**src/hdl/dlisb_regs.svh**
```systemverilog
`ifndef DLISB_REGS_SVH
`define DLISB_REGS_SVH

// Header field values
`define DLISB_TABLE_ID      8'h3b
`define DLISB_RSVD2         2'h3
`define DLISB_VERSION_NUM   5'h00
`define DLISB_CUR_NEXT      1'h1
`define DLISB_SECT_NUM      8'h00
`define DLISB_LAST_SECT     8'h00
`define DLISB_PROTO_DISC    8'h11
`define DLISB_MSG_TYPE      8'h03
`define DLISB_MSG_ID        16'h1006
`define DLISB_ORIGINATOR    2'h2
`define DLISB_IDENT         15'h0000
`define DLISB_RSVD_BYTE     8'hff
`define DLISB_ADAPT_LEN     8'h00

// Length arithmetic
`define DLISB_SECT_LEN_MAX  12'hffd
`define DLISB_TRAIL_CRC     16'h0004
`define DLISB_TRAIL_CSUM    16'h0004
`define DLISB_TAIL_FIXED    16'h0011

// Stream geometry
`define DLISB_HDR_BYTES     5'h14
`define DLISB_IDX_LAST      5'h13
`define DLISB_IDX_ZERO      5'h00
`define DLISB_IDX_ONE       5'h01
`define DLISB_FIFO_WIDTH    8
`define DLISB_FIFO_DEPTH    32

`endif

```
**src/hdl/dlisb_pkg.sv**
```systemverilog
package dlisb_pkg;

   typedef struct packed {
      logic [7:0] data;
      logic       first;
      logic       last;
   } dlisb_beat_t;

   typedef struct packed {
      logic        crcSel;
      logic [15:0] bodyLen;
      logic [13:0] version;
   } dlisb_cfg_t;

   typedef enum logic [1:0] {
      DLISB_IDLE = 2'b00,
      DLISB_EMIT = 2'b01,
      DLISB_DONE = 2'b11
   } dlisb_state_t;

endpackage

```
**src/hdl/dlisb_fifo.sv**
```systemverilog
`timescale 1ns/100ps
`include "dlisb_regs.svh"

module dlisb_fifo #(
   parameter int WIDTH = `DLISB_FIFO_WIDTH,
   parameter int DEPTH = `DLISB_FIFO_DEPTH
) (
   // Clock and reset
   input  wire logic             clk_sys,
   input  wire logic             nrst,
   // Fill side
   input  wire logic             inValid,
   output logic                  inReady,
   input  wire logic [WIDTH-1:0] inData,
   // Drain side
   output logic                  outValid,
   input  wire logic             outReady,
   output logic [WIDTH-1:0]      outData
);

   localparam int AW = $clog2(DEPTH);

   logic [WIDTH-1:0] mem [DEPTH];
   logic [AW-1:0]    wrPtr_ff;
   logic [AW-1:0]    rdPtr_ff;
   logic [AW:0]      count_ff;
   logic             push;
   logic             pop;

   assign inReady  = (count_ff != (AW+1)'(DEPTH));
   assign outValid = (count_ff != '0);
   assign outData  = mem[rdPtr_ff];
   assign push     = inValid & inReady;
   assign pop      = outValid & outReady;

   always_ff @(posedge clk_sys) begin
      if (push) begin
         mem[wrPtr_ff] <= inData;
      end
   end

   always_ff @(posedge clk_sys or negedge nrst) begin
      if (!nrst) begin
         wrPtr_ff <= '0;
         rdPtr_ff <= '0;
         count_ff <= '0;
      end else begin
         if (push) begin
            wrPtr_ff <= wrPtr_ff + AW'(1);
         end
         if (pop) begin
            rdPtr_ff <= rdPtr_ff + AW'(1);
         end
         case ({push, pop})
            2'b10:   count_ff <= count_ff + (AW+1)'(1);
            2'b01:   count_ff <= count_ff - (AW+1)'(1);
            default: count_ff <= count_ff;
         endcase
      end
   end

endmodule // dlisb_fifo

```
**src/hdl/dlisb_builder.sv**
```systemverilog
`timescale 1ns/100ps
`include "dlisb_regs.svh"

// Summary of operation
// - Message travels in its own download section
// - Syntax bit picks checksum or CRC32 trailer
// - Private bit is inverse of syntax bit
// - Section length from extension to trailer, max 4093
// - Extension equals low transaction identifier bytes
// - Section version number always zero
// - Current/next bit always one
// - Section and last section numbers zero
// - Transaction identifier: originator, version, identification, update
// - Originator sub-field is binary 10
// - Version changes whenever scenario message updates
// - Identification sub-field all zeros
// - Update bit toggles on each content update
// - Adaptation length zero, no adaptation header
// - Message length counts bytes after it, no trailer
module dlisb_builder (
   // Clock and reset
   input  wire logic                clk_sys,
   input  wire logic                nrst,
   // Control
   input  wire logic                startReq,
   input  wire logic                contentUpdate,
   input  wire logic                scenarioUpdate,
   input  wire dlisb_pkg::dlisb_cfg_t cfgIn,
   // Status
   output logic                     busy,
   output logic                     lenError,
   output logic [13:0]              curVersion,
   output logic                     curUpdateBit,
   // Byte stream out
   output logic                     outValid,
   input  wire logic                outReady,
   output logic [7:0]               outData,
   output logic                     outFirst,
   output logic                     outLast
);

   //==========================================================
   // Field assembly
   //==========================================================
   dlisb_pkg::dlisb_state_t state_ff;
   dlisb_pkg::dlisb_state_t nxt_state;
   dlisb_pkg::dlisb_cfg_t   cfg_ff;
   logic [13:0]             version_ff;
   logic                    updBit_ff;
   logic [4:0]              idx_ff;
   logic                    busy_ff;
   logic                    lenError_ff;
   logic [31:0]             transId;
   logic [15:0]             sectLen;
   logic [16:0]             reqLen;
   logic                    lenBad;
   logic                    updSnap_ff;
   logic                    fifoInReady;
   logic                    fifoOutValid;
   logic [9:0]              fifoOutWord;
   logic                    pushBeat;
   dlisb_pkg::dlisb_beat_t  beat;
   logic                    outValid_ff;
   dlisb_pkg::dlisb_beat_t  outBeat_ff;
   logic                    takeOut;

   // Four sub-fields concatenated in order
   assign transId = {`DLISB_ORIGINATOR, cfg_ff.version, `DLISB_IDENT, updSnap_ff};

   // Extension, numbering and trailer, plus fixed tail, plus body
   assign sectLen = cfg_ff.bodyLen + `DLISB_TAIL_FIXED
                  + (cfg_ff.crcSel ? `DLISB_TRAIL_CRC : `DLISB_TRAIL_CSUM);
   // Refusal judged on the request itself, one bit wider so a huge body cannot wrap
   assign reqLen  = {1'b0, cfgIn.bodyLen} + {1'b0, `DLISB_TAIL_FIXED}
                  + {1'b0, (cfgIn.crcSel ? `DLISB_TRAIL_CRC : `DLISB_TRAIL_CSUM)};
   assign lenBad  = (reqLen > {5'h00, `DLISB_SECT_LEN_MAX});

   // Byte selector for the header; decoded for every emitted index
   function automatic logic [7:0] hdrByte(input logic [4:0] i, input logic crc,
                                          input logic [15:0] slen, input logic [31:0] tid,
                                          input logic [15:0] mlen);
      logic [7:0]  b;
      logic [15:0] msgId;
      b = 8'h00;
      msgId = `DLISB_MSG_ID;
      case (i)
         5'h00: b = `DLISB_TABLE_ID;
         5'h01: b = {crc, ~crc, `DLISB_RSVD2, slen[11:8]};
         5'h02: b = slen[7:0];
         5'h03: b = tid[15:8];
         5'h04: b = tid[7:0];
         5'h05: b = {`DLISB_RSVD2, `DLISB_VERSION_NUM, `DLISB_CUR_NEXT};
         5'h06: b = `DLISB_SECT_NUM;
         5'h07: b = `DLISB_LAST_SECT;
         5'h08: b = `DLISB_PROTO_DISC;
         5'h09: b = `DLISB_MSG_TYPE;
         5'h0a: b = msgId[15:8];
         5'h0b: b = msgId[7:0];
         5'h0c: b = tid[31:24];
         5'h0d: b = tid[23:16];
         5'h0e: b = tid[15:8];
         5'h0f: b = tid[7:0];
         5'h10: b = `DLISB_RSVD_BYTE;
         5'h11: b = `DLISB_ADAPT_LEN;
         5'h12: b = mlen[15:8];
         5'h13: b = mlen[7:0];
         default: b = 8'h00;
      endcase
      return b;
   endfunction

   assign beat.data  = hdrByte(idx_ff, cfg_ff.crcSel, sectLen, transId, cfg_ff.bodyLen);
   assign beat.first = (idx_ff == `DLISB_IDX_ZERO);
   assign beat.last  = (idx_ff == `DLISB_IDX_LAST);
   assign pushBeat   = (state_ff == dlisb_pkg::DLISB_EMIT) & fifoInReady;

   //==========================================================
   // Versioning state
   //==========================================================
   // Version moves on any scenario change, including this message
   always_ff @(posedge clk_sys or negedge nrst) begin
      if (!nrst) begin
         version_ff <= 14'h0000;
      end else if (scenarioUpdate | contentUpdate) begin
         version_ff <= version_ff + 14'h0001;
      end
   end

   always_ff @(posedge clk_sys or negedge nrst) begin
      if (!nrst) begin
         updBit_ff <= 1'b0;
      end else if (contentUpdate) begin
         updBit_ff <= ~updBit_ff;
      end
   end

   //==========================================================
   // Sequencer
   //==========================================================
   always_comb begin
      nxt_state = state_ff;
      case (state_ff)
         dlisb_pkg::DLISB_IDLE: begin
            // Oversized sections are refused rather than truncated
            if (startReq && !lenBad) begin
               nxt_state = dlisb_pkg::DLISB_EMIT;
            end
         end
         dlisb_pkg::DLISB_EMIT: begin
            if (pushBeat && beat.last) begin
               nxt_state = dlisb_pkg::DLISB_DONE;
            end
         end
         dlisb_pkg::DLISB_DONE: begin
            nxt_state = dlisb_pkg::DLISB_IDLE;
         end
         default: nxt_state = dlisb_pkg::DLISB_IDLE;
      endcase
   end

   always_ff @(posedge clk_sys or negedge nrst) begin
      if (!nrst) begin
         state_ff <= dlisb_pkg::DLISB_IDLE;
      end else begin
         state_ff <= nxt_state;
      end
   end

   // Config snapshot so a header never mixes two versions
   always_ff @(posedge clk_sys or negedge nrst) begin
      if (!nrst) begin
         cfg_ff     <= '0;
         updSnap_ff <= 1'b0;
      end else if (state_ff == dlisb_pkg::DLISB_IDLE && startReq) begin
         cfg_ff         <= cfgIn;
         cfg_ff.version <= version_ff;
         // Update bit frozen too, so extension and identifier agree
         updSnap_ff     <= updBit_ff;
      end
   end

   // One byte per accepted transfer
   always_ff @(posedge clk_sys or negedge nrst) begin
      if (!nrst) begin
         idx_ff <= `DLISB_IDX_ZERO;
      end else if (state_ff != dlisb_pkg::DLISB_EMIT) begin
         idx_ff <= `DLISB_IDX_ZERO;
      end else if (pushBeat) begin
         idx_ff <= idx_ff + `DLISB_IDX_ONE;
      end
   end

   always_ff @(posedge clk_sys or negedge nrst) begin
      if (!nrst) begin
         busy_ff     <= 1'b0;
         lenError_ff <= 1'b0;
      end else begin
         busy_ff <= (nxt_state != dlisb_pkg::DLISB_IDLE) | fifoOutValid | outValid_ff;
         if (state_ff == dlisb_pkg::DLISB_IDLE && startReq) begin
            lenError_ff <= lenBad;
         end
      end
   end

   //==========================================================
   // Output buffering
   //==========================================================
   dlisb_fifo #(
      .WIDTH (10),
      .DEPTH (`DLISB_FIFO_DEPTH)
   ) u_fifo (
      .clk_sys  (clk_sys),
      .nrst     (nrst),
      .inValid  (state_ff == dlisb_pkg::DLISB_EMIT),
      .inReady  (fifoInReady),
      .inData   (beat),
      .outValid (fifoOutValid),
      .outReady (takeOut),
      .outData  (fifoOutWord)
   );

   // Output register holds under backpressure
   assign takeOut = fifoOutValid & (~outValid_ff | outReady);

   always_ff @(posedge clk_sys or negedge nrst) begin
      if (!nrst) begin
         outValid_ff <= 1'b0;
         outBeat_ff  <= '0;
      end else if (~outValid_ff | outReady) begin
         outValid_ff <= fifoOutValid;
         if (fifoOutValid) begin
            outBeat_ff <= fifoOutWord;
         end
      end
   end

   assign outValid     = outValid_ff;
   assign outData      = outBeat_ff.data;
   assign outFirst     = outBeat_ff.first;
   assign outLast      = outBeat_ff.last;
   assign busy         = busy_ff;
   assign lenError     = lenError_ff;
   assign curVersion   = version_ff;
   assign curUpdateBit = updBit_ff;

endmodule // dlisb_builder

```
**config.mk**
```make
export PLATFORM = sky130hd
export DESIGN_NAME = dlisb_builder
export DESIGN_NICKNAME = d
export VERILOG_FILES = /design/src/hdl/dlisb_pkg.sv /design/src/hdl/dlisb_fifo.sv /design/src/hdl/dlisb_builder.sv
export VERILOG_INCLUDE_DIRS = /design/src /design/src/hdl
export SDC_FILE = /design/constraint.sdc
export NUM_CORES = 1
export LEC_CHECK = 0
export BUFFER_PORTS_ARGS = -buffer_cell sky130_fd_sc_hd__buf_2
export CELL_PAD_IN_SITES_DETAIL_PLACEMENT = 2
export CELL_PAD_IN_SITES_GLOBAL_PLACEMENT = 2
export CORE_MARGIN = 2
export CORE_UTILIZATION = 42
export CTS_CLUSTER_SIZE = 28
export DETAILED_ROUTE_END_ITERATION = 12
export PLACE_DENSITY_LB_ADDON = 0.1
export SYNTH_ARGS = -nofsm -noshare
export SYNTH_HDL_FRONTEND = slang
export SYNTH_HIERARCHICAL = 1
export SYNTH_SLANG_ARGS = --single-unit
```
**constraint.sdc**
```tcl
create_clock -name clk_sys -period 3.26 [get_ports clk_sys]
set_input_delay 0 -clock clk_sys [delete_from_list [all_inputs] [get_ports clk_sys]]
set_output_delay 0 -clock clk_sys [all_outputs]
set_load 0.01 [all_outputs]
```
==> results of run 1 <==
area by class of cell:
class / count / area (um2) / share of cell area
Clock buffer: 55 / 1180 / 0.0598
Clock inverter: 25 / 260 / 0.0132
Inverter: 25 / 93.8 / 0.00475
Multi-Input combinational cell: 528 / 4860 / 0.246
Sequential cell: 403 / 11700 / 0.592
Tap cell: 525 / 657 / 0.0332
Timing Repair Buffer: 139 / 1010 / 0.0513
cell usage after synthesis (3+ instances only):
cell type    n  area [um2]
edfxtp_1   320        9610
dfrtp_1     83        2080
mux4_2      60        1350
nor2_1      55         206
mux2i_1     44         440
mux2_2      43         484
nand2_1     37         139
a21oi_1     29         145
clkbuf_1    25        93.8
inv_1       25        93.8
xnor2_1     23         201
nand3_1     22         110
o21ai_0     22         110
ha_1        19         238
a22oi_1     13        97.6
buf_2       13        65.1
o221ai_1    12         105
xor2_1      12         105
a22o_1      11        96.3
nand4_1     10        62.6
nand2b_1     9        56.3
o22ai_1      9        56.3
a2111oi_2    8         120
and3_1       7        43.8
nand3b_1     7        52.6
nor3_1       7        35.0
a211oi_1     6        45.0
a21o_1       4        30.0
buf_6        4        45.0
nor2b_1      4        25.0
a221oi_1     3        26.3
a31oi_1      3        18.8
buf_1        3        11.3
buf_4        3        22.5
nor3b_1      3        22.5
nor4b_1      3        26.3
o21a_1       3        22.5
per-stage QoR:
step           area, um2  cells  TNS [ps]
2_1_floorplan      16900   1007         0
3_3_place_gp       18100   1598         0
3_5_place_dp       18100   1598         0
4_1_cts            19700   1700         0
5_1_grt            19800   1700     -7.10
6_report           19800   1700         0
per-layer routing:
metal,share of wire,vias up,global-route usage,wire length (um)
li1,-,4237,-,-
met1,0.42,5106,0.303,19600
met2,0.51,205,0.398,23500
met3,0.038,73,0.0325,1750
met4,0.030,0,0.0789,1390
met5,0,-,0,0
path summary, 6_finish.rpt:
path	from	to	slack, ps	cells after the start
worst max-delay path	u_fifo/count_ff[4]	u_fifo/count_ff[5]	190	9
worst min-delay path	nrst	cfg_ff[9]	120	2
worst max register to register	u_fifo/count_ff[4]	u_fifo/count_ff[5]	190	9
worst min register to register	curUpdateBit	curUpdateBit	490	1
max in group asynchronous	nrst	cfg_ff[19]	2240	3
min in group clk_sys	contentUpdate	curUpdateBit	190	3
cells by family (layout without fill, tap and decap cells):
kind of cell    after synthesis  in the layout  synth area share
compound gates              149            149            0.0655
xor+xnor                     35             35            0.0181
fa+ha+maj                    20             20            0.0153
buf+inv                      76            244            0.0226
flops                       403            403             0.692
mux                         148            148             0.135
simple gates                176            176            0.0513
critical path, stage by stage, from the launching register on:
cell and delay (ps):
dfrtp_1 440, or4_1 560, o31a_1 290, inv_1 60
ha_2 270, ha_1 310, nor4bb_1 160, a311o_1 260
or3b_2 480, xnor2_1 130
power groups by stage:
stage                     combinational, mW  clock, mW  sequential, mW
after global routing                   8.29       5.28            8.69
after global placement                 7.24          0            8.60
after floorplan                        4.71          0            8.28
after detailed placement               7.64          0            8.68
final                                  7.60       4.97            8.56
after CTS                              7.71       5.10            8.58
state kept, by name, indices dropped and copies added, names as in the netlist:
register / cells
idx_ff: 5
cfg_ff: 31
curUpdateBit: 1
updSnap_ff: 1
u_fifo/count_ff: 6
outLast: 1
lenError: 1
curVersion: 14
u_fifo/rdPtr_ff: 5
outFirst: 1
outValid: 1
outData: 8
u_fifo/mem: 320
u_fifo/wrPtr_ff: 5
busy: 1
state_ff: 2
repair_timing:
action / 4_1_cts / 5_1_grt
setup endpoints to repair: 0 / 1
hold endpoints to repair: 92 / 0
hold buffers: 22 / 0
gates resized for setup: 0 / 3
==> out/metrics.cfg, run 1 <==
[yosys]
syn-cell-area_um2=16900
synth_async_sr_flop_share=0.206
postSynthAreaPerCell_um2=16.8
synth_nets=1064
ys_seq_area_frac=0.692
synth_edf_count=320
synthCells=1007
yosysWarnings=6
synth-seq-cells=403
yosysUniqueCellTypes=68
ys.flop_type=edfxtp_1

[floorplanning]
placement_rows=73
core_um2=39700
start_util=0.425
die-height_um=205
die_x_um=205
die_area_um2=41800
io_pins=65

[cts]
htree_levels=2
clk_root_buffer_cell=clkbuf_16
clock-sinks=403
clk_latency_ps=570
clk_path_buf_depth=3
cts_inserted_buffers=44
cts_tree=yes
cts.clk_slew.worst_paths_ps=60
cts_setup_buffers=0

[drt]
drt_wl_total_mm=46.2
drcViolationCount=0
drt_iter0_markers=557
wl_per_cell_um=27.2
via_per_inst=5.66
vias=9621
final_antenna_net_count=0
firstDrtPassIters=4

[pwr]
total_power_mw=21.1
power.density_nw_per_um2=1070
power_switching_mw=7.54
combPwrFrac=0.360
sequentialPowerShare=0.405
intPower_mw=13.6
p_leak_nw=7.10
switching_share=0.357
pwr-share-clk=0.235
ir_worst_vdd_mv=0.489

[sta]
fmax_mhz=326
min_period_ps=3070
post-route-period-util=0.942
finalHoldViolations=0
timing.hold.ws_ps=121
slew_headroom=0.162
slew_violations=0
layout_setup_ws_ps=188
fin_skew_ps=20.2
worst_pin_slew_ps=1250
setup_viol=0

[place]
gp_congestion=0.768
io_buffers=50
dp_slack_ps=89.7
dp_hpwl_mm=30.0

[layout]
fillerInstances=3670
layout_common_cells=320 x edfxtp_1, 81 x dfrtp_1, 65 x buf_4, 60 x mux4_2, 53 x nor2_1
final_common_cell=edfxtp_1
final_util=0.497
n_antenna_cell=0
syn2layout_area_growth_pct=17.0
fin_nets=1198
drive_gt1_frac=0.264

[run]
cap_viol_max_count=0

[global_routing]
grt_pass1_wl_mm=70.8
antenna_found_initial=1
grt_overflow=0
grtUsageTotal=0.232
grt_pass1_vias=10800
grt_max_degree=69

[worst_setup_path]
crit_required_ps=3700
crit_path_max_fanout=9
start_kind=flip-flop
end_kind=flip-flop
crit_arrival_ps=3510
path_class=reg2reg

[status]
status=completed

[min_path]
hold_path_class=in2async

Note: power is estimated with default switching activity, not from simulation.
==> run 2, diff against run 1 <==
Settings changed: SYNTH_HIERARCHICAL 1 to default.
==> run 2 against run 1 <==
Compared with the run above:
- cell area is 2.0% lower
- synthesized area decreased by 1.4%
- first-iteration DRC count is 16% lower
- fmax down 1.4%
- cell count shrank 2.6%
- highest routed layer unchanged
==> out/metrics.cfg, run 2 <==
[status]
status=completed

[sta]
min_period_ps=3120  ; +43.4 ps
fin_skew_ps=21.1  ; +0.824 ps
setup_viol=0  ; unchanged
worst_pin_slew_ps=1200  ; -49.5 ps
slew_violations=0  ; unchanged
fin_setup_tns_ps=0  ; unchanged
finalHoldViolations=0  ; unchanged
fmax_mhz=321  ; -1.4%
slew_headroom=0.195  ; +0.0331
post-route-period-util=0.956  ; +0.0133
timing.hold.ws_ps=106  ; -15.4 ps
rsz0062_at_grt=false

[worst_setup_path]
path_class=reg2reg
regToRegSetupSlack_ps=140  ; -40 ps
worst_r2r_endpoint=u_fifo.count_ff[5]
r2r_start=u_fifo.count_ff[1]
crit_arrival_ps=3560  ; +50 ps
start_kind=flip-flop
crit_required_ps=3700  ; about the same
r2r_cells=12  ; +3
end_kind=flip-flop
crit_path_max_fanout=7  ; -2

[global_routing]
grtUsageTotal=0.216  ; -0.0159
grt_overflow=0  ; unchanged
antenna_found_initial=1  ; unchanged
grt_pass1_vias=10400  ; -4.1%
grt_max_degree=58  ; -16%
grt_pass1_wl_mm=65.9  ; -6.9%

[drt]
vias=9308  ; -3.3%
drcViolationCount=0  ; unchanged
drt_iter0_markers=470  ; -16%
final_antenna_net_count=0  ; unchanged
via_per_inst=5.62  ; -0.68%
firstDrtPassIters=5  ; +1
drt_wl_total_mm=43.2  ; -6.5%
wl_per_cell_um=26.1  ; -4.1%

[layout]
layout_common_cells=320 x edfxtp_1, 81 x dfrtp_1, 80 x mux4_2, 70 x nand2_1, 62 x nor2_1
finalInstanceArea_um2=19400  ; -2.0%
drive_gt1_frac=0.249  ; -0.0151
final_util=0.497  ; about the same
top_register=u_fifo.mem
syn2layout_area_growth_pct=16.2
largest_reg_flops=320  ; unchanged
fin_nets=1161  ; -3.1%
final_common_cell=edfxtp_1
n_antenna_cell=0  ; unchanged

[cts]
clk_latency_ps=570  ; about the same
cts_inserted_buffers=44  ; unchanged
clk_path_buf_depth=3  ; unchanged
clk_root_buffer_cell=clkbuf_16
cts_tree=yes
clock-sinks=403  ; unchanged
htree_levels=2  ; unchanged
cts.clk_slew.worst_paths_ps=60  ; about the same

[floorplanning]
start_util=0.428  ; +0.00298
placement_rows=72  ; -1.4%
die_x_um=203  ; -0.67%
io_pins=65  ; unchanged
die_area_um2=41300  ; -1.3%
die-height_um=203  ; -0.67%
core_um2=38900  ; -2.1%

[yosys]
synth-seq-cells=403  ; unchanged
ys.flop_type=edfxtp_1
ys_seq_area_frac=0.701  ; +0.00956
synth_top_area_cell=edfxtp_1
synthTopCellsByArea=edfxtp_1 58%, dfrtp_1 12%, mux4_2 11%
synth_edf_count=320  ; unchanged
syn-cell-area_um2=16700  ; -1.4%
netlist.area_leader.share=0.577  ; +0.00786
synth.most_common_cell=edfxtp_1
synth_nets=1048  ; -1.5%
postSynthAreaPerCell_um2=16.8  ; +0.23%
yosysWarnings=0  ; -6
synth_top_cells_by_count=320 x edfxtp_1, 83 x dfrtp_1, 80 x mux4_2
synth_async_sr_flop_share=0.206  ; unchanged
synthCells=991  ; -1.6%
yosysUniqueCellTypes=61  ; -10%

[pwr]
power.density_nw_per_um2=995  ; -7.0%
ir_worst_vdd_mv=0.449  ; -8.2%
total_power_mw=19.3  ; -8.9%
p_leak_nw=6.80  ; -4.2%

[place]
dpl-instance-area_um2=17800  ; -1.7%
io_buffers=50  ; unchanged
dp_hpwl_mm=28.2  ; -5.9%
gp_congestion=0.758  ; -1.3%

[min_path]
hold_path_class=in2async

[run]
cap_viol_max_count=0  ; unchanged

==> run 2: cell types whose count changed in the layout (fill, tap and decap cells not counted), sizes merged, moves of 12 or more <==
cell   change
mux4      +20
a22oi     +29
mux2i     -43
buf       -24
mux2      -12
nand3     -13
nand2     +33
==> run 2: how the worst max path moves through the flow <==
stage	from	endpoint	slack, ps	depth (start not counted)
finish	u_fifo.count_ff[1]	u_fifo.count_ff[5]	140	12
global route	u_fifo.count_ff[1]	u_fifo.count_ff[5]	10	12
CTS	u_fifo.count_ff[1]	u_fifo.count_ff[5]	70	12
detailed placement	u_fifo.count_ff[1]	u_fifo.count_ff[5]	-50	12
global placement	u_fifo.count_ff[1]	u_fifo.count_ff[5]	30	12
floorplan	u_fifo.count_ff[1]	u_fifo.count_ff[5]	210	12
==> run 2: through the flow <==
| step | instances | setup WS, ps |
|---|---|---|
| 4_1_cts | 1655 | 68.7 |
| 2_1_floorplan | 991 | 214 |
| 6_report | 1656 | 144 |
| 3_3_place_gp | 1554 | 34.2 |
| 3_5_place_dp | 1554 | -50.4 |
| 5_1_grt | 1656 | 12.9 |
==> run 2: critical path, cell delays in order, from the launching register on <==
cell and delay, ps:
dfrtp_1 400, or4_4 550, or3_4 350, nand2_1 100
inv_1 70, ha_2 220, ha_1 290, a21o_1 200
a21oi_2 170, nand2b_1 150, nor4b_1 60, a211o_1 280
xor2_1 150
==> run 2: timing repair <==
action / 4_1_cts / 5_1_grt
resized for setup: 2 / 2
endpoints found under the hold margin: 81 / 0
hold buffers: 21 / 0
buffers inserted: 0 / 1
endpoints found under the setup margin: 1 / 1
==> run 2: where the power goes <==
part	switching, mW	internal [mW]	total [mW]
registers	0.747	7.41	8.15
logic	3.98	2.47	6.45
clock network	1.96	2.70	4.66
total	6.68	12.6	19.3
==> run 2: area by class of cell <==
class / instances / area (um2)
Sequential cell: 403 / 11700
Inverter: 17 / 63.8
Multi-Input combinational cell: 524 / 4770
Timing Repair Buffer: 114 / 836
Tap cell: 518 / 648
Clock inverter: 16 / 68.8
Clock buffer: 64 / 1280
Fill cell: 3584 / 19600
==> run 2: cell families (layout without fill, tap and decap cells) <==
kind of cell,after synthesis,count (layout),synth area share
AO/OA/AOI/OAI,151,151,0.0605
XOR/XNOR,34,34,0.0179
adder cells (fa/ha/maj),20,20,0.0155
buffers and inverters,64,211,0.0158
flip-flops,403,403,0.701
multiplexers,113,113,0.130
AND/OR/NAND/NOR,206,206,0.0587
==> run 2: layer usage <==
metal,global-route usage,wire length [um],part of all wire
met5,0,0,0
met4,0.0709,1130,0.026
met3,0.0256,1170,0.027
met2,0.368,22000,0.51
met1,0.289,18800,0.44
